<file path="src/wpcu_pkg.sv">
package wpcu_pkg;
  // ----------------------------------------
  // Register offsets
  // ----------------------------------------
  localparam logic [15:0] OFS_TIMER_LOW  = 16'h804c;
  localparam logic [15:0] OFS_TIMER_HIGH = 16'h8050;
  localparam logic [15:0] OFS_CONV_TEST  = 16'h8054;
  localparam logic [15:0] OFS_DEF_ANT    = 16'h8058;
  localparam logic [15:0] OFS_LAST_STAMP = 16'h8080;
  localparam logic [15:0] OFS_ALLOC_VEC  = 16'h8084;
  localparam logic [15:0] OFS_HS_OK      = 16'h8088;
  localparam logic [15:0] OFS_HS_FAIL    = 16'h808c;
  localparam logic [15:0] OFS_ACK_MISS   = 16'h8090;
  localparam logic [15:0] OFS_CRC_FAIL   = 16'h8094;
  localparam logic [15:0] OFS_BCN_CNT    = 16'h8098;
  localparam logic [15:0] OFS_DTIM_CFG   = 16'h80d4;
  localparam logic [15:0] OFS_TIM_CFG    = 16'h80d8;
  localparam logic [15:0] OFS_PERIODS    = 16'h80dc;
  localparam logic [15:0] OFS_MASK_LOW   = 16'h80e0;
  localparam logic [15:0] OFS_MASK_HIGH  = 16'h80e4;
  localparam logic [15:0] OFS_RESP_PWR   = 16'h80e8;

  // ----------------------------------------
  // Reset values and field masks
  // ----------------------------------------
  localparam logic [31:0] RST_CONV_TEST  = 32'h0000_0000;
  localparam logic [31:0] RST_DEF_ANT    = 32'h0000_0000;
  localparam logic [31:0] RST_DTIM_CFG   = 32'h0512_aaaa;
  localparam logic [31:0] RST_TIM_CFG    = 32'h0020_5555;
  localparam logic [31:0] RST_PERIODS    = 32'h0003_0002;
  localparam logic [31:0] RST_MASK_LOW   = 32'hffff_ffff;
  localparam logic [31:0] RST_MASK_HIGH  = 32'h0000_ffff;
  localparam logic [31:0] RST_RESP_PWR   = 32'h003f_3f3f;
  localparam logic [31:0] MSK_CONV_TEST  = 32'h001f_ffff;
  localparam logic [31:0] MSK_DEF_ANT    = 32'h0000_000f;
  localparam logic [31:0] MSK_DTIM_CFG   = 32'hff1f_ffff;
  localparam logic [31:0] MSK_TIM_CFG    = 32'hff07_ffff;
  localparam logic [31:0] MSK_MASK_HIGH  = 32'h0000_ffff;
  localparam logic [31:0] MSK_RESP_PWR   = 32'h0000_3f3f;

  // ----------------------------------------
  // Field positions
  // ----------------------------------------
  localparam int CT_CONT_TX   = 0;
  localparam int CT_TEST_MODE = 1;
  localparam int CT_LOOP_EN   = 2;
  localparam int CT_LEN_LO    = 3;
  localparam int CT_LEN_HI    = 13;
  localparam int CT_UPPER     = 14;
  localparam int CT_MSB       = 15;
  localparam int CT_TRIG_SEL  = 16;
  localparam int CT_POL       = 17;
  localparam int CT_CAPTURE   = 18;
  localparam int CT_BEGIN     = 19;
  localparam int CT_ARM       = 20;
  localparam int WK_TIME_HI   = 18;
  localparam int WK_PRESUME   = 19;
  localparam int WK_SLEEP_EN  = 20;
  localparam int WK_LIMIT_LO  = 24;
  localparam int PER_DTIM_LO  = 16;
  localparam int PWR_CTS_LO   = 8;

  // ----------------------------------------
  // Antenna codes and timing
  // ----------------------------------------
  localparam logic [3:0] ANT_INVALID = 4'h0;
  localparam logic [3:0] ANT_ONE     = 4'h1;
  localparam logic [3:0] ANT_TWO     = 4'h2;
  localparam logic [3:0] ANT_NA      = 4'hf;
  localparam logic [15:0] CNT_MAX    = 16'hffff;
  localparam int TU_US          = 1024;
  localparam int CLK_MHZ        = 100;
  localparam int TU_CYCLES      = TU_US * CLK_MHZ;
  localparam int ANT_VOTE_LIMIT = 8;

  typedef enum logic [2:0] {
    WPCU_IDLE  = 3'b001,
    WPCU_BCN   = 3'b010,
    WPCU_CAB   = 3'b100
  } wpcu_ps_t;
endpackage

</file>
<file path="src/wpcu_regs.sv">
// Function
// - 64-bit sync timer as two RW words, untouched by either reset.
// - Statistics counters increment per event and stop at all ones.
// - Reading a statistics counter returns it, then clears it.
// - Separate 16-bit counters for good and failed RTS/CTS exchanges.
// - 16-bit counters for failed data acks and bad-checksum frames.
// - 16-bit counter of valid received beacons.
// - Low 32 bits of last beacon timestamp held read-only.
// - Current allocation vector read-only, 26 bits, upper bits zero.
// - Test bits: continuous tx, test mode, loop enable, loop length minus one.
// - Upper-byte select returns high eight bits of converter data, else low.
// - Trigger source rx-clear or external; polarity picks falling or rising edge.
// - Bits for capture mode, capture begin and receive-buffer arm.
// - Antenna field: 0 invalid, 1 and 2 antennas, 3-14 sectors, 15 n/a.
// - AP mode keeps programmed antenna; omni station adapts toward best one.
// - Default antenna used for host frames when flagged, and for listening when fast diversity is off.
// - Station wakes for DTIM at timer match, then adds DTIM interval.
// - Station wakes for TIM at its own match, then adds TIM interval.
// - Sleep-enable bit makes wake-time expiry triggers be ignored.
// - After waking, beacon timeout; DTIM with presume goes to CAB, else idle.
// - After_beacon_traffic_limit after beacon or last CAB frame returns to idle.
// - 48-bit mask, low word and high 16 bits, resets to all ones.
// - ACK power in bits 5-0, CTS power in bits 13-8.
module wpcu_regs
  import wpcu_pkg::*;
#(
  parameter int TU_COUNT = TU_CYCLES
) (
  // Clock and reset
  input  wire logic        CLOCK,
  input  wire logic        SRST,
  // Host register port
  input  wire logic [15:0] REG_ADDR,
  input  wire logic        REG_WR,
  input  wire logic        REG_RD,
  input  wire logic [31:0] REG_WDATA,
  output logic      [31:0] REG_RDATA,
  // Timer and beacon inputs
  input  wire logic        TIMER_TICK,
  input  wire logic        BEACON_SEEN,
  input  wire logic [31:0] BEACON_STAMP,
  input  wire logic        CAB_SEEN,
  input  wire logic [25:0] ALLOC_VECTOR,
  // Statistics events
  input  wire logic        HS_OK_EVT,
  input  wire logic        HS_FAIL_EVT,
  input  wire logic        ACK_MISS_EVT,
  input  wire logic        CRC_FAIL_EVT,
  // Converter test
  input  wire logic [15:0] CONV_DATA,
  input  wire logic        RX_CLEAR,
  input  wire logic        EXT_TRIGGER,
  output logic      [7:0]  CONV_BYTE,
  output logic             CAPTURE_TRIGGER,
  output logic             CONT_TX_MODE,
  output logic             TEST_MODE,
  output logic             TEST_LOOP_EN,
  output logic      [10:0] TEST_LOOP_LENGTH,
  output logic             CAPTURE_MODE,
  output logic             CAPTURE_BEGIN,
  output logic             RX_BUFFER_ARM,
  // Antenna
  input  wire logic        AP_MODE,
  input  wire logic        USE_DEFAULT_ANTENNA_FLAG,
  input  wire logic        FAST_DIVERSITY,
  input  wire logic        HOST_FRAME_TX,
  input  wire logic        ANT_GOOD_EVT,
  input  wire logic        ANT_BAD_EVT,
  output logic      [3:0]  TX_ANTENNA,
  output logic      [3:0]  LISTEN_ANTENNA,
  output logic             ANTENNA_VALID,
  // Power save
  output logic             DTIM_WAKE,
  output logic             TIM_WAKE,
  output logic      [2:0]  PS_STATE,
  // Address match
  input  wire logic [47:0] RX_ADDR,
  input  wire logic [47:0] OWN_ADDR,
  output logic             ADDR_MATCH,
  // Response power
  output logic      [5:0]  ACK_RESPONSE_POWER,
  output logic      [5:0]  CTS_RESPONSE_POWER
);
  if (TU_COUNT < 1) begin
    $error("TU_COUNT must be at least one");
  end

  // ----------------------------------------
  // Register storage
  // ----------------------------------------
  logic [63:0] timer_q;
  logic [31:0] conv_q;
  logic [3:0]  ant_q;
  logic [31:0] stamp_q;
  logic [31:0] dtim_cfg_q;
  logic [31:0] tim_cfg_q;
  logic [31:0] periods_q;
  logic [31:0] mask_low_q;
  logic [15:0] mask_high_q;
  logic [13:0] pwr_q;
  logic        wr_timer_lo;
  logic        wr_timer_hi;
  logic        wr_dtim;
  logic        wr_tim;

  assign wr_timer_lo = REG_WR && REG_ADDR == OFS_TIMER_LOW;
  assign wr_timer_hi = REG_WR && REG_ADDR == OFS_TIMER_HIGH;
  assign wr_dtim     = REG_WR && REG_ADDR == OFS_DTIM_CFG;
  assign wr_tim      = REG_WR && REG_ADDR == OFS_TIM_CFG;

  // Timer keeps running through reset; no reset branch on purpose
  always_ff @(posedge CLOCK) begin
    if (wr_timer_lo) begin
      timer_q[31:0] <= REG_WDATA;
    end else if (wr_timer_hi) begin
      timer_q[63:32] <= REG_WDATA;
    end else if (TIMER_TICK) begin
      timer_q <= timer_q + 64'h1;
    end
  end

  always_ff @(posedge CLOCK) begin
    if (BEACON_SEEN) begin
      stamp_q <= BEACON_STAMP;
    end
  end

  always_ff @(posedge CLOCK) begin
    if (SRST) begin
      conv_q      <= RST_CONV_TEST;
      mask_low_q  <= RST_MASK_LOW;
      mask_high_q <= RST_MASK_HIGH[15:0];
      pwr_q       <= RST_RESP_PWR[13:0];
      periods_q   <= RST_PERIODS;
    end else if (REG_WR) begin
      case (REG_ADDR)
        OFS_CONV_TEST: conv_q      <= REG_WDATA & MSK_CONV_TEST;
        OFS_MASK_LOW:  mask_low_q  <= REG_WDATA;
        OFS_MASK_HIGH: mask_high_q <= REG_WDATA[15:0];
        OFS_RESP_PWR:  pwr_q       <= REG_WDATA[13:0] & MSK_RESP_PWR[13:0];
        OFS_PERIODS:   periods_q   <= REG_WDATA;
        default: ;
      endcase
    end
  end

  // ----------------------------------------
  // Converter test
  // ----------------------------------------
  logic [2:0] trig_sync_q;
  logic       trig_src;
  logic       trig_level_q;

  assign trig_src = conv_q[CT_TRIG_SEL] ? EXT_TRIGGER : RX_CLEAR;

  // Both sources come from outside the core clock; three-stage sample
  always_ff @(posedge CLOCK) begin
    if (SRST) begin
      trig_sync_q  <= 3'h0;
      trig_level_q <= 1'b0;
    end else begin
      trig_sync_q <= {trig_sync_q[1:0], trig_src};
      if (trig_sync_q[1] == trig_sync_q[2]) begin
        trig_level_q <= trig_sync_q[2];
      end
    end
  end

  always_ff @(posedge CLOCK) begin
    if (SRST) begin
      CAPTURE_TRIGGER <= 1'b0;
      CONV_BYTE       <= 8'h00;
    end else begin
      CAPTURE_TRIGGER <= (trig_sync_q[1] == trig_sync_q[2]) && (trig_sync_q[2] != trig_level_q)
                         && (trig_sync_q[2] == conv_q[CT_POL]);
      CONV_BYTE <= conv_q[CT_UPPER] ? CONV_DATA[15:8] : CONV_DATA[7:0];
    end
  end

  assign CONT_TX_MODE     = conv_q[CT_CONT_TX];
  assign TEST_MODE        = conv_q[CT_TEST_MODE];
  assign TEST_LOOP_EN     = conv_q[CT_LOOP_EN];
  assign TEST_LOOP_LENGTH = conv_q[CT_LEN_HI:CT_LEN_LO];
  assign CAPTURE_MODE     = conv_q[CT_CAPTURE];
  assign CAPTURE_BEGIN    = conv_q[CT_BEGIN];
  assign RX_BUFFER_ARM    = conv_q[CT_ARM];

  // ----------------------------------------
  // Default antenna
  // ----------------------------------------
  logic [3:0] vote_q;

  // Station mode swaps antenna 1 and 2 after repeated bad reports
  always_ff @(posedge CLOCK) begin
    if (SRST) begin
      ant_q  <= RST_DEF_ANT[3:0];
      vote_q <= 4'h0;
    end else if (REG_WR && REG_ADDR == OFS_DEF_ANT) begin
      ant_q  <= REG_WDATA[3:0] & MSK_DEF_ANT[3:0];
      vote_q <= 4'h0;
    end else if (!AP_MODE && (ant_q == ANT_ONE || ant_q == ANT_TWO)) begin
      if (ANT_GOOD_EVT) begin
        vote_q <= 4'h0;
      end else if (ANT_BAD_EVT) begin
        if (vote_q == 4'(ANT_VOTE_LIMIT - 1)) begin
          ant_q  <= (ant_q == ANT_ONE) ? ANT_TWO : ANT_ONE;
          vote_q <= 4'h0;
        end else begin
          vote_q <= vote_q + 4'h1;
        end
      end
    end
  end

  assign ANTENNA_VALID  = ant_q != ANT_INVALID && ant_q != ANT_NA;
  assign TX_ANTENNA     = (USE_DEFAULT_ANTENNA_FLAG && HOST_FRAME_TX) ? ant_q : ANT_INVALID;
  assign LISTEN_ANTENNA = FAST_DIVERSITY ? ANT_INVALID : ant_q;

  // ----------------------------------------
  // Beacon power save
  // ----------------------------------------
  wpcu_ps_t   ps_q;
  logic       woke_dtim_q;
  logic [7:0] tu_left_q;
  logic [31:0] tu_div_q;
  logic       tu_tick;
  logic       dtim_hit;
  logic       tim_hit;

  assign dtim_hit = timer_q[WK_TIME_HI:0] == dtim_cfg_q[WK_TIME_HI:0];
  assign tim_hit  = timer_q[WK_TIME_HI:0] == tim_cfg_q[WK_TIME_HI:0];
  assign tu_tick  = tu_div_q == 32'(TU_COUNT - 1);
  assign DTIM_WAKE = dtim_hit && !dtim_cfg_q[WK_SLEEP_EN];
  assign TIM_WAKE  = tim_hit && !dtim_cfg_q[WK_SLEEP_EN];

  // Wake times advance by interval in TU, i.e. eight eighth-TU steps
  always_ff @(posedge CLOCK) begin
    if (SRST) begin
      dtim_cfg_q <= RST_DTIM_CFG;
      tim_cfg_q  <= RST_TIM_CFG & MSK_TIM_CFG;
    end else begin
      if (wr_dtim) begin
        dtim_cfg_q <= REG_WDATA & MSK_DTIM_CFG;
      end else if (dtim_hit) begin
        dtim_cfg_q[WK_TIME_HI:0] <= dtim_cfg_q[WK_TIME_HI:0]
                                    + {periods_q[31:PER_DTIM_LO], 3'h0};
      end
      if (wr_tim) begin
        tim_cfg_q <= REG_WDATA & MSK_TIM_CFG;
      end else if (tim_hit) begin
        tim_cfg_q[WK_TIME_HI:0] <= tim_cfg_q[WK_TIME_HI:0] + {periods_q[15:0], 3'h0};
      end
    end
  end

  always_ff @(posedge CLOCK) begin
    if (SRST || ps_q == WPCU_IDLE) begin
      tu_div_q <= 32'h0;
    end else begin
      tu_div_q <= tu_tick ? 32'h0 : tu_div_q + 32'h1;
    end
  end

  always_ff @(posedge CLOCK) begin
    if (SRST) begin
      ps_q        <= WPCU_IDLE;
      woke_dtim_q <= 1'b0;
      tu_left_q   <= 8'h00;
    end else begin
      case (ps_q)
        WPCU_IDLE: begin
          if (DTIM_WAKE || TIM_WAKE) begin
            ps_q        <= WPCU_BCN;
            woke_dtim_q <= DTIM_WAKE;
            tu_left_q   <= tim_cfg_q[31:WK_LIMIT_LO];
          end
        end
        WPCU_BCN: begin
          if (BEACON_SEEN) begin
            ps_q      <= WPCU_CAB;
            tu_left_q <= dtim_cfg_q[31:WK_LIMIT_LO];
          end else if (tu_tick && tu_left_q <= 8'h1) begin
            ps_q      <= (woke_dtim_q && dtim_cfg_q[WK_PRESUME]) ? WPCU_CAB : WPCU_IDLE;
            tu_left_q <= dtim_cfg_q[31:WK_LIMIT_LO];
          end else if (tu_tick) begin
            tu_left_q <= tu_left_q - 8'h1;
          end
        end
        WPCU_CAB: begin
          if (CAB_SEEN) begin
            tu_left_q <= dtim_cfg_q[31:WK_LIMIT_LO];
          end else if (tu_tick && tu_left_q <= 8'h1) begin
            ps_q <= WPCU_IDLE;
          end else if (tu_tick) begin
            tu_left_q <= tu_left_q - 8'h1;
          end
        end
        default: ps_q <= WPCU_IDLE;
      endcase
    end
  end

  assign PS_STATE = ps_q;

  // ----------------------------------------
  // Statistics counters
  // ----------------------------------------
  logic [4:0]  cnt_evt;
  logic [4:0]  cnt_rd;
  logic [15:0] cnt_val [5];
  logic [15:0] cnt_ofs [5];

  assign cnt_evt = {BEACON_SEEN, CRC_FAIL_EVT, ACK_MISS_EVT, HS_FAIL_EVT, HS_OK_EVT};
  assign cnt_ofs = '{OFS_HS_OK, OFS_HS_FAIL, OFS_ACK_MISS, OFS_CRC_FAIL, OFS_BCN_CNT};

  for (genvar i = 0; i < 5; i++) begin : g_cnt
    assign cnt_rd[i] = REG_RD && REG_ADDR == cnt_ofs[i];
    wpcu_sat_counter #(.WIDTH(16)) u_cnt (
      .clk      (CLOCK),
      .srst     (SRST),
      .event_in (cnt_evt[i]),
      .rd_clear (cnt_rd[i]),
      .count_q  (cnt_val[i])
    );
  end

  // ----------------------------------------
  // Mask, power, read mux
  // ----------------------------------------
  assign ADDR_MATCH = (((RX_ADDR ^ OWN_ADDR) & {mask_high_q, mask_low_q}) == 48'h0);
  assign ACK_RESPONSE_POWER = pwr_q[5:0];
  assign CTS_RESPONSE_POWER = pwr_q[PWR_CTS_LO+5:PWR_CTS_LO];

  // Read data is registered: it shows the value before any clear-on-read
  always_ff @(posedge CLOCK) begin
    if (SRST) begin
      REG_RDATA <= 32'h0;
    end else if (REG_RD) begin
      case (REG_ADDR)
        OFS_TIMER_LOW:  REG_RDATA <= timer_q[31:0];
        OFS_TIMER_HIGH: REG_RDATA <= timer_q[63:32];
        OFS_CONV_TEST:  REG_RDATA <= conv_q;
        OFS_DEF_ANT:    REG_RDATA <= {28'h0, ant_q};
        OFS_LAST_STAMP: REG_RDATA <= stamp_q;
        OFS_ALLOC_VEC:  REG_RDATA <= {6'h0, ALLOC_VECTOR};
        OFS_HS_OK:      REG_RDATA <= {16'h0, cnt_val[0]};
        OFS_HS_FAIL:    REG_RDATA <= {16'h0, cnt_val[1]};
        OFS_ACK_MISS:   REG_RDATA <= {16'h0, cnt_val[2]};
        OFS_CRC_FAIL:   REG_RDATA <= {16'h0, cnt_val[3]};
        OFS_BCN_CNT:    REG_RDATA <= {16'h0, cnt_val[4]};
        OFS_DTIM_CFG:   REG_RDATA <= dtim_cfg_q;
        OFS_TIM_CFG:    REG_RDATA <= tim_cfg_q;
        OFS_PERIODS:    REG_RDATA <= periods_q;
        OFS_MASK_LOW:   REG_RDATA <= mask_low_q;
        OFS_MASK_HIGH:  REG_RDATA <= {16'h0, mask_high_q};
        OFS_RESP_PWR:   REG_RDATA <= {18'h0, pwr_q};
        default:        REG_RDATA <= 32'h0;
      endcase
    end
  end
endmodule

</file>
<file path="src/wpcu_sat_counter.sv">
module wpcu_sat_counter
  import wpcu_pkg::*;
#(
  parameter int WIDTH = 16
) (
  input  wire logic             clk,
  input  wire logic             srst,
  input  wire logic             event_in,
  input  wire logic             rd_clear,
  output logic [WIDTH-1:0]      count_q
);
  if (WIDTH < 1) begin
    $error("WIDTH must be positive");
  end

  // Reading clears, but an event in the same cycle is kept as one
  always_ff @(posedge clk) begin
    if (srst) begin
      count_q <= '0;
    end else if (rd_clear) begin
      count_q <= event_in ? WIDTH'(1) : '0;
    end else if (event_in && count_q != {WIDTH{1'b1}}) begin
      count_q <= count_q + WIDTH'(1);
    end
  end
endmodule
</file>
<file path="config.mk">
export PLATFORM = sky130hd
export DESIGN_NAME = wpcu_regs
export DESIGN_NICKNAME = d
export VERILOG_FILES = /design/src/wpcu_pkg.sv /design/src/wpcu_regs.sv /design/src/wpcu_sat_counter.sv
export SDC_FILE = /design/constraint.sdc
export NUM_CORES = 1
export LEC_CHECK = 0
export BUFFER_PORTS_ARGS = -buffer_cell sky130_fd_sc_hd__clkbuf_2
export CELL_PAD_IN_SITES_DETAIL_PLACEMENT = 1
export CELL_PAD_IN_SITES_GLOBAL_PLACEMENT = 1
export CORE_MARGIN = 2
export CORE_UTILIZATION = 25
export CTS_BUF_LIST = sky130_fd_sc_hd__clkbuf_16
export DETAILED_ROUTE_END_ITERATION = 16
export PLACE_DENSITY = 0.51
export RECOVER_POWER = 25
export REMOVE_ABC_BUFFERS = 1
export SLEW_MARGIN = 0
export SYNTH_ARGS = -nofsm -noshare
export SYNTH_HDL_FRONTEND = slang
export SYNTH_SLANG_ARGS = --single-unit
</file>
<file path="constraint.sdc">
create_clock -name CLOCK -period 5.05 [get_ports CLOCK]
set_input_delay 0.7575 -clock CLOCK [delete_from_list [all_inputs] [get_ports CLOCK]]
set_output_delay 0.7575 -clock CLOCK [all_outputs]
set_load 0.02 [all_outputs]
</file>
Word-level counts from Yosys, hierarchy flattened
Index checks and enable logic that the tools add are counted.
{"block": "word_totals", "register_bits": 442, "inputBits": 237, "out_inout_bits": 85, "elab_cells": 195}
{"block": "op_classes", "add_sub_neg": 11, "order_cmp": 1, "eq_ne": 42, "n_mux": 51, "n_bitwise": 3, "reduce_logical": 59}
{"operator": "one-hot mux 32 bit (17 select lines)", "count": 1}
{"operator": "equality test 16 bit (second input constant)", "count": 17}
{"operator": "2-to-1 mux 16 bit", "count": 10}
{"operator": "2-to-1 mux 32 bit", "count": 3}
{"operator": "adder 16 x 1 -> 16 bit (second input constant)", "count": 5}
{"operator": "inequality test 16 bit (second input constant)", "count": 5}
{"operator": "2-to-1 mux 19 bit", "count": 4}
{"operator": "adder 64 x 1 -> 64 bit (second input constant)", "count": 1}
{"operator": "2-to-1 mux 64 bit", "count": 1}
{"operator": "2-to-1 mux 8 bit", "count": 7}
{"operator": "AND 48 bit", "count": 1}
{"operator": "logical NOT 48 bit", "count": 1}
{"operator": "bitwise XOR 48 bit", "count": 1}
{"operator": "2-to-1 mux 4 bit", "count": 10}
{"operator": "adder 19 bit", "count": 2}
{"operator": "equality test 19 bit", "count": 2}
{"operator": "adder 32 x 1 -> 32 bit (second input constant)", "count": 1}
{"operator": "equality test 32 x 17 -> 1 bit (second input constant)", "count": 1}
{"operator": "nonzero test 2 bit", "count": 13}
{"operator": "logical AND 1 bit", "count": 24}
{"operator": "one-hot mux 8 bit (3 select lines)", "count": 1}
{"operator": "2-to-1 mux 3 bit", "count": 6}
{"operator": "AND reduction 2 bit", "count": 9}
{"operator": "one-hot mux 3 bit (3 select lines)", "count": 1}
{"operator": "other kinds (25)", "count": 40}

Logic depth before layout (Yosys ltp)
Gate-level depths: netlist (run 1).
{"block": "logic_depth", "word_depth": 7, "mapped_depth": 11, "mapped_depth_nobuf": 10}

Hierarchy
A second synthesis (run 1) with hierarchy kept.
{"block": "hier_totals", "hier_cells": 2839, "hier_area_um2": 24197.0}
{"module": "wpcu_regs", "instances": 1, "cells_each": 2344, "area_per_inst_um2": 19992.9, "seq_area_each_um2": 8207.9}
{"module": "wpcu_sat_counter", "instances": 5, "cells_each": 99, "area_per_inst_um2": 840.8, "seq_area_each_um2": 320.3}

Worst setup path after synthesis (run 1)
Ideal clock, no wire load.
{"block": "synth_path", "path_kind": "input port to flip-flop", "startpoint": "input REG_ADDR[14]", "endpoint": "register timer_q[32] (enable)", "t_arrival_ns": 3.963, "required_time_ns": 4.618, "setup_slack_ns": 0.655, "cell_stages": 8, "n_path_buf": 3, "path_cell_list": "or4b_1 -> buf_6 -> buf_6 -> nand2b_1 -> buf_6 -> nor3_2 -> a21oi_1 -> a21oi_1"}
{"block": "synth_between", "elab_chain_cells": 4, "word_cells_on_any_way": 7}
{"item": "start: declaration", "line": "wpcu_regs.sv:33", "source": "input wire logic [15:0] REG_ADDR,"}
{"item": "equality test 16 bit, on equally long branches", "line": "wpcu_regs.sv:107, wpcu_regs.sv:106"}
{"item": "logical AND 1 bit, on equally long branches", "line": "wpcu_regs.sv:107, wpcu_regs.sv:106"}
{"item": "nonzero test 2 bit (no line) / NOT 1 bit (equally long branches)"}
{"item": "AND reduction 2 bit (no line) *"}
{"item": "end signal: assignment", "line": "wpcu_regs.sv:118", "source": "timer_q <= timer_q + 64'h1;"}
{"item": "end: declaration", "line": "wpcu_regs.sv:91", "source": "logic [63:0] timer_q;"}
Every way passes the cells marked *; elsewhere a longest branch is shown, timed or not.
A chain may end at the register's enable or synchronous reset.

Worst setup path in the final report (run 1)
{"block": "layout_path", "startpoint": "input SRST", "endpoint": "register REG_RDATA[12]"}
{"item": "start: declaration", "line": "wpcu_regs.sv:31", "source": "input wire logic SRST,"}
{"item": "end signal: assignment", "line": "wpcu_regs.sv:340", "source": "OFS_TIMER_LOW: REG_RDATA <= timer_q[31:0];"}
{"item": "end signal: assignment", "line": "wpcu_regs.sv:341", "source": "OFS_TIMER_HIGH: REG_RDATA <= timer_q[63:32];"}
{"item": "end signal: assignment", "line": "wpcu_regs.sv:342", "source": "OFS_CONV_TEST: REG_RDATA <= conv_q;"}
{"item": "end: declaration", "line": "wpcu_regs.sv:37", "source": "output logic [31:0] REG_RDATA,"}
No word-level cell between the ends.

==> run metrics, run 1 <==
status=finished, violations left; failing checks=capacitance limit, slew limit; Post-synth EDFFs=between 90 and 100; Ports=roughly 320; Final Hold Viols=0; TritonCTS clock tree=done; Routed Antenna Nets=0; number of global-route vias before repair=24454; full die area=approximately 100000 sq um; Num CTS Buffers=55; Netlist Area Pre-Place=24280 sq um; yosys warns=0; clock tree buffer depth=3; Setup WS post-layout=about 1 ns; Util after Layout=30.11%; Die Span X=around 320 microns; Iteration-0 DRC Markers=roughly 2200; row count=114; WL/cell=between 20 and 30 microns; endpoints failing setup=0; worst ir drop on vdd=approximately 0.25 mV; DRC viols=0; Clock Skew=~0.033 ns; critical path type=input pin to register; core area=between 90000 and 100000 sq um; DR pass1 iterations=7; Max Freq=about 0.25 GHz; GRT Residual Overflow=0; slew margin rel.=-159.5%; htree depth=2; pins over their slew limit=105; fin crit share=between 80 and 90%; most common cell after layout, fill and taps aside=nand2_1; RSZ-0062 raised after global routing=no; nets@finish=~3400; synthesized flop and latch total=442; Post-CTS Hold Buffers=0; Clock Sinks=around 440; Syn Inst Count=about 2800; required time of the critical path=between 5 and 6 ns; total power=slightly below 9 mW; Worst EP arrival=approximately 4.4 ns; setup_tns=0 ns; clock root cell=clkbuf_16; placed instance area=27140 sq um; Final Wtd Congestion=about 0.94; GR Util All Layers=24.23%; CP Max Fanout=between 50 and 60; Post-CTS Setup Bufs=0; first-pass GRT wire length=approximately 180000 microns; WHS=about 0.27 ns; vias=between 20000 and 25000; largest net degree at the start of global routing=66; final wirelength=~120000 microns; placed cell count=around 4300; Post-CTS Resized=0; clock-pin slew on the worst setup and hold paths=around 0.070 ns; CP Launch Type=input pin; number of buffers added on ports=approximately 320; Pwr per Cell Area=roughly 300 nW/um^2; Post-DP HPWL=roughly 95000 microns; Starting Density=25.18%; Max-cap violations=3; initial antenna violation count=8; leakage=10.58 nW; commonest non-fill, non-tap cells in the layout=nand2_1, dfxtp_1, a21oi_1, nor2_1, clkbuf_2; Cell variety after synth=89; Min-Delay Path Class=input pin to register; Mean Syn Cell Area=approximately 8.5 sq um; clock latency on the worst-skew pair=0.66 ns; post-synthesis sequential area ratio=about two fifths; Final Instance Area=roughly 29000 sq um; Final min period=between 4 and 5 ns; Post-synth top flop=dfxtp_1; FFs w/ async S/R, synth=0%; Vias per Instance=around 5.5; Die Y=around 320 microns; Area growth syn-to-layout=19.57%; Worst-Margin Slew=roughly 3.9 ns; crit end category=register; DP Worst Slack=1.092 ns; share of cells above drive strength 1=between 10% and 20%; Non-Filler Instances=~4400
## cell usage after synthesis, types with 8 or more instances
master | n | area [sq um]
clkbuf_1 | 129 | 484.2
nor2b_1 | 17 | 106.4
a21boi_0 | 11 | 82.58
a22o_1 | 25 | 219.0
a21oi_1 | 251 | 1256
buf_2 | 35 | 175.2
dfxtp_1 | 346 | 6927
nor4_1 | 23 | 143.9
o31ai_1 | 9 | 67.56
nand2_1 | 405 | 1520
and3_1 | 63 | 394.1
a31oi_1 | 8 | 50.05
nor4_4 | 8 | 170.2
nand2b_1 | 40 | 250.2
and4_1 | 17 | 148.9
a211oi_1 | 18 | 135.1
nor2_1 | 237 | 889.6
a221oi_1 | 25 | 219.0
o21ai_0 | 65 | 325.3
edfxtp_1 | 96 | 2883
o21a_1 | 10 | 75.07
nor3_1 | 54 | 270.3
a31o_2 | 9 | 78.83
inv_1 | 41 | 153.9
mux2i_1 | 34 | 340.3
nand4_1 | 45 | 281.5
a22oi_1 | 73 | 548.0
a31o_1 | 8 | 70.07
xor2_1 | 152 | 1331
xnor2_1 | 80 | 700.7
nand3_1 | 164 | 820.8
or2_2 | 10 | 62.56
buf_6 | 8 | 90.09
nor4_2 | 10 | 125.1
or4_1 | 13 | 97.59
a311oi_1 | 17 | 148.9
ha_1 | 40 | 500.5
a21o_1 | 10 | 75.07
o211ai_1 | 11 | 82.58
a41o_1 | 14 | 140.1
or3_1 | 26 | 162.7
buf_4 | 11 | 82.58
and2_1 | 20 | 125.1
a222oi_1 | 56 | 560.5
## where the power goes
group	total (mW)	internal, mW	leakage, nW	switching (mW)
logic	0.510	0.170	5.85	0.341
clock network	4.50	2.72	1.01	1.78
registers	3.78	3.68	3.73	0.100
## cells by family after synthesis
family / synth area share, %
flip-flops: 40.40
multiplexers: 1.587
adder cells (fa/ha/maj): 2.226
AND/OR/NAND/NOR: 24.47
XOR/XNOR: 8.369
AO/OA/AOI/OAI: 18.78
buffers and inverters: 4.169
## cell type report
type                    count  area, sq um
repair buffers            377         1919
flip-flops and latches    442         9809
clock buffers              59         1476
well taps                1276         1597
clock inverters            44        531.8
inverters                  41        155.1
diodes                      1        2.502
multi-input cells        2174        13540
fillers                 11490        67390
## worst paths after layout
| path | cells after the start | endpoint | slack [ns] | start |
|---|---|---|---|---|
| setup reg to reg | 8 | tim_cfg_q[17]$_SDFFE_PP0P_ | 1.50 | timer_q[9]$_DFFE_PP_ |
| hold reg to reg | 1 | trig_sync_q[1]$_SDFF_PP0_ | 0.45 | trig_sync_q[0]$_SDFF_PP0_ |
| hold / removal | 1 | stamp_q[10]$_DFFE_PP_ | 0.27 | BEACON_STAMP[10] |
| setup / recovery | 3 | REG_RDATA[12]$_SDFFE_PP0P_ | 1.00 | SRST |
## critical path, cell delays in order
cell and delay [ns]:
buf_6 0.34, clkbuf_1 2.77, o21ai_0 0.45
## state kept, by name, summed over array words and instances (netlist names), 27 cells and up
| register | flops |
|---|---|
| REG_RDATA | 32 |
| dtim_cfg_q | 29 |
| g_cnt.u_cnt.count_q | 80 |
| mask_low_q | 32 |
| periods_q | 32 |
| stamp_q | 32 |
| tim_cfg_q | 27 |
| timer_q | 64 |
| tu_div_q | 32 |
## layer usage
layer | vias to the layer above | track usage (%) | share of wire [%]
li1 | 10907 | - | -
met1 | 12336 | 31.76 | 43
met2 | 900 | 40.71 | 47
met3 | 179 | 3.726 | 6.6
met4 | 6 | 7.777 | 3.3
met5 | - | 0 | 0.033
Note: power is estimated with default switching activity, not from simulation.
==> run 2: changes to the inputs <==
--- a/config.mk
+++ b/config.mk
@@ -5,6 +5,7 @@
 export SDC_FILE = /design/constraint.sdc
 export NUM_CORES = 1
 export LEC_CHECK = 0
+export ABC_AREA = 1
 export BUFFER_PORTS_ARGS = -buffer_cell sky130_fd_sc_hd__clkbuf_2
 export CELL_PAD_IN_SITES_DETAIL_PLACEMENT = 1
 export CELL_PAD_IN_SITES_GLOBAL_PLACEMENT = 1
@@ -12,7 +13,7 @@
 export CORE_UTILIZATION = 25
 export CTS_BUF_LIST = sky130_fd_sc_hd__clkbuf_16
 export DETAILED_ROUTE_END_ITERATION = 16
-export PLACE_DENSITY = 0.51
+export PLACE_DENSITY = 0.52
 export RECOVER_POWER = 25
 export REMOVE_ABC_BUFFERS = 1
 export SLEW_MARGIN = 0
==> constraint.sdc (replaced) <==
create_clock -name CLOCK -period 4.05 [get_ports CLOCK]
set_input_delay 0.6075 -clock CLOCK [delete_from_list [all_inputs] [get_ports CLOCK]]
set_output_delay 0.6075 -clock CLOCK [all_outputs]
set_load 0.02 [all_outputs]
==> run 2 against run 1 <==
Compared with the run above:
- the flow still finishes with violations (capacitance limit, slew limit)
- cell area up 9.4%
- die area is 11% higher
- clock skew fell by 0.0020 ns
- count of clock-buffer cells in the layout rose by 4
- sequential share of layout area shrank 2.9 points
- synthesized area increased by 11%
- flip-flop and latch count stayed put
- first-iteration DRC count is 8.0% lower
- largest cell class unchanged
- largest power group unchanged
- highest routed layer is now met4
==> run metrics, run 2 <==
WP depth=9; Post-synth EDFFs=96; placed cell count=between 5000 and 6000; Final min period=3.632 ns; Worst-Margin Slew=between 3 and 4 ns; Mean Syn Cell Area=approximately 6.8 sq um; Commonest cells post-synth=nand2_1, inv_1, nor2_1; Die Y=approximately 330 microns; Post-CTS Setup Bufs=0; Max Freq=around 0.28 GHz; endpoints failing setup=0; crit end category=output pin; worst reg-to-reg path cell count=8; WHS Path Cells=1; Final Instance Area=around 32000 sq um; status=finished, violations left; setup_tns=0 ns; core area=between 100000 and 150000 sq um; slowest stage cell, crit path=edfxtp_1; DR pass1 iterations=7; max reg flops=80; FFs w/ async S/R, synth=0%; clock root cell=clkbuf_16; initial antenna violation count=3; CP dominant cell by count=nand2_1; RSZ-0062 raised after global routing=no; yosys warns=0; slew margin rel.=-100.5%; Routed Antenna Nets=0; Final Hold Viols=0; number of global-route vias before repair=roughly 28000; Crit Reg-Reg Endpoint=timer_q[47]$_DFFE_PP_; Num CTS Buffers=60; placed instance area=30010 sq um; Iteration-0 DRC Markers=2012; GR Util All Layers=between 20% and 30%; TritonCTS clock tree=done; Setup WS post-layout=around 0.42 ns; share of cells above drive strength 1=between 10% and 20%; synthesized flop and latch total=442; hold endpoint=stamp_q[2]$_DFFE_PP_; largest net degree at the start of global routing=103; Area growth syn-to-layout=17.79%; commonest non-fill, non-tap cells in the layout=nand2_1, inv_1, nor2_1, dfxtp_1, nand3_1; Starting Density=between 20% and 30%; required time of the critical path=3.44 ns; Min-Delay Path Class=input pin to register; worst hold start=BEACON_STAMP[2]; sequence of cells on the critical path=inv_1, nand2_1, nand2_1, nor2_1, nand2_1, nor2_1, nand4_1, inv_1, clkbuf_2; CP bufs+invs=3; GRT Residual Overflow=0; Post-synth top flop=dfxtp_1; Clock Sinks=442; WL/cell=roughly 24 microns; Post-CTS Hold Buffers=0; slowest stage delay, CP=between 0.6 and 0.7 ns; Util after Layout=29.68%; clock-pin slew on the worst setup and hold paths=~0.06 ns; leading area contributor after synthesis=dfxtp_1; largest cells by area after synthesis=dfxtp_1, nand2_1, edfxtp_1, nand3_1, inv_1; vias=between 20000 and 30000; Worst EP arrival=roughly 3.0 ns; Ports=about 320; leakage=roughly 14 nW; DRC viols=0; Syn Inst Count=between 3000 and 4000; first-pass GRT wire length=~200000 microns; pins over their slew limit=76; nets@finish=around 4500; Ant. Diodes=0; number of buffers added on ports=~320; DP Worst Slack=between 0.8 and 0.9 ns; fin crit share=roughly 90%; Pwr per Cell Area=349.3 nW/um^2; Post-DP HPWL=about 110000 microns; Netlist Area Pre-Place=between 20000 and 30000 sq um; clock tree buffer depth=3; Final Wtd Congestion=between 0.9 and 1; Vias per Instance=~5; post-synthesis sequential area ratio=approximately 36%; fraction of post-synthesis cell area in the top cell type by area=between 20% and 30%; largest registers=g_cnt.u_cnt.count_q: 80 flops, timer_q: 64 flops; Non-Filler Instances=around 5700; full die area=roughly 110000 sq um; failing checks=capacitance limit, slew limit; Clock Skew=around 0.031 ns; CP Launch Type=register; Die Span X=between 300 and 400 microns; reg-to-reg slack, setup=between 1 and 1.5 ns; row count=120; CP Max Fanout=7; count leader, synth=nand2_1; Post-CTS Resized=0; Crit path max-delay family=simple AND/OR/NAND/NOR gates; Max-cap violations=2; Reg-to-Reg Start=timer_q[12]$_DFFE_PP_; worst ir drop on vdd=0.3168 mV; clock latency on the worst-skew pair=between 0.6 and 0.7 ns; most flop-heavy register=g_cnt.u_cnt.count_q; htree depth=2; final wirelength=approximately 130000 microns; Cell variety after synth=61; most common cell after layout, fill and taps aside=nand2_1; critical path type=register to output pin
run 2: cell types whose count changed in the layout (fill, tap and decap cells not counted), moves of 71 or more:
cell / before / now
nor2_1: 236 / 391
o211ai_1: 11 / 82
a22oi_1: 73 / 0
inv_1: 44 / 437
o21ai_0: 65 / 262
nand3_1: 164 / 333
nand2_1: 404 / 1017
run 2: worst max path at each step:
stage                          startpoint                endpoint  slack [ns]
floorplan                    REG_ADDR[13]   timer_q[32]$_DFFE_PP_       -3.66
global placement             OWN_ADDR[26]              ADDR_MATCH        0.45
detailed placement           REG_ADDR[13]   timer_q[59]$_DFFE_PP_        0.83
CTS                 timer_q[13]$_DFFE_PP_                TIM_WAKE        0.41
global route                 REG_ADDR[13]  pwr_q[12]$_SDFFE_PP1P_        0.21
finish              timer_q[13]$_DFFE_PP_                TIM_WAKE        0.42
run 2: final cells by class:
| type | count | area (sq um) |
|---|---|---|
| inverter | 453 | 1710 |
| sequential | 442 | 9809 |
| fill | 13507 | 75280 |
| clock inverter | 49 | 270.3 |
| multi-input combinational | 2918 | 14640 |
| clock buffer | 63 | 1577 |
| timing repair buffer | 380 | 2008 |
| tap | 1403 | 1755 |
run 2: cell families (layout without fill, tap and decap cells):
logic type / count (synthesis) / after routing / synth area share [%]
AND/OR/NAND/NOR: 2028 / 2028 / 33.17
AO/OA/AOI/OAI: 714 / 714 / 14.68
buffers and inverters: 611 / 945 / 9.435
flip-flops: 442 / 442 / 36.37
XOR/XNOR: 134 / 134 / 4.351
adder cells (fa/ha/maj): 42 / 42 / 2.004
run 2: routing by layer:
layer  up-vias  GRT usage [%]  part of all wire (%)
met5         -              0                     0
met4         0          6.441                   2.8
met3       145          2.956                   4.2
met2       624          39.08                    46
met1     13487          33.27                    48
li1      13663              -                     -
run 2: power breakdown:
| group | internal [mW] | switching (mW) | leakage [nW] | total (mW) |
|---|---|---|---|---|
| clock network | 2.90 | 2.27 | 0.954 | 5.17 |
| logic | 0.348 | 0.816 | 8.99 | 1.16 |
| registers | 4.62 | 0.142 | 3.73 | 4.76 |
run 2: worst reg2reg max path: stages, from the launching register on:
cell and delay [ns]:
edfxtp_1 0.65, nand2_1 0.15, nor2_1 0.24, nand2_1 0.16
nor3_1 0.67, nand3_1 0.35, xor2_1 0.23, nand2_1 0.06
o21ai_0 0.08
run 2: per-stage QoR:
| step | power [mW] | hold slack, ns |
|---|---|---|
| detailed placement | 6.027 | 0.4089 |
| floorplan | 5.414 | 0.3883 |
| finish | 11.10 | 0.1023 |
| global route | 11.56 | 0.08009 |
| global placement | 6.022 | 0.4085 |
| CTS | 11.26 | 0.06527 |
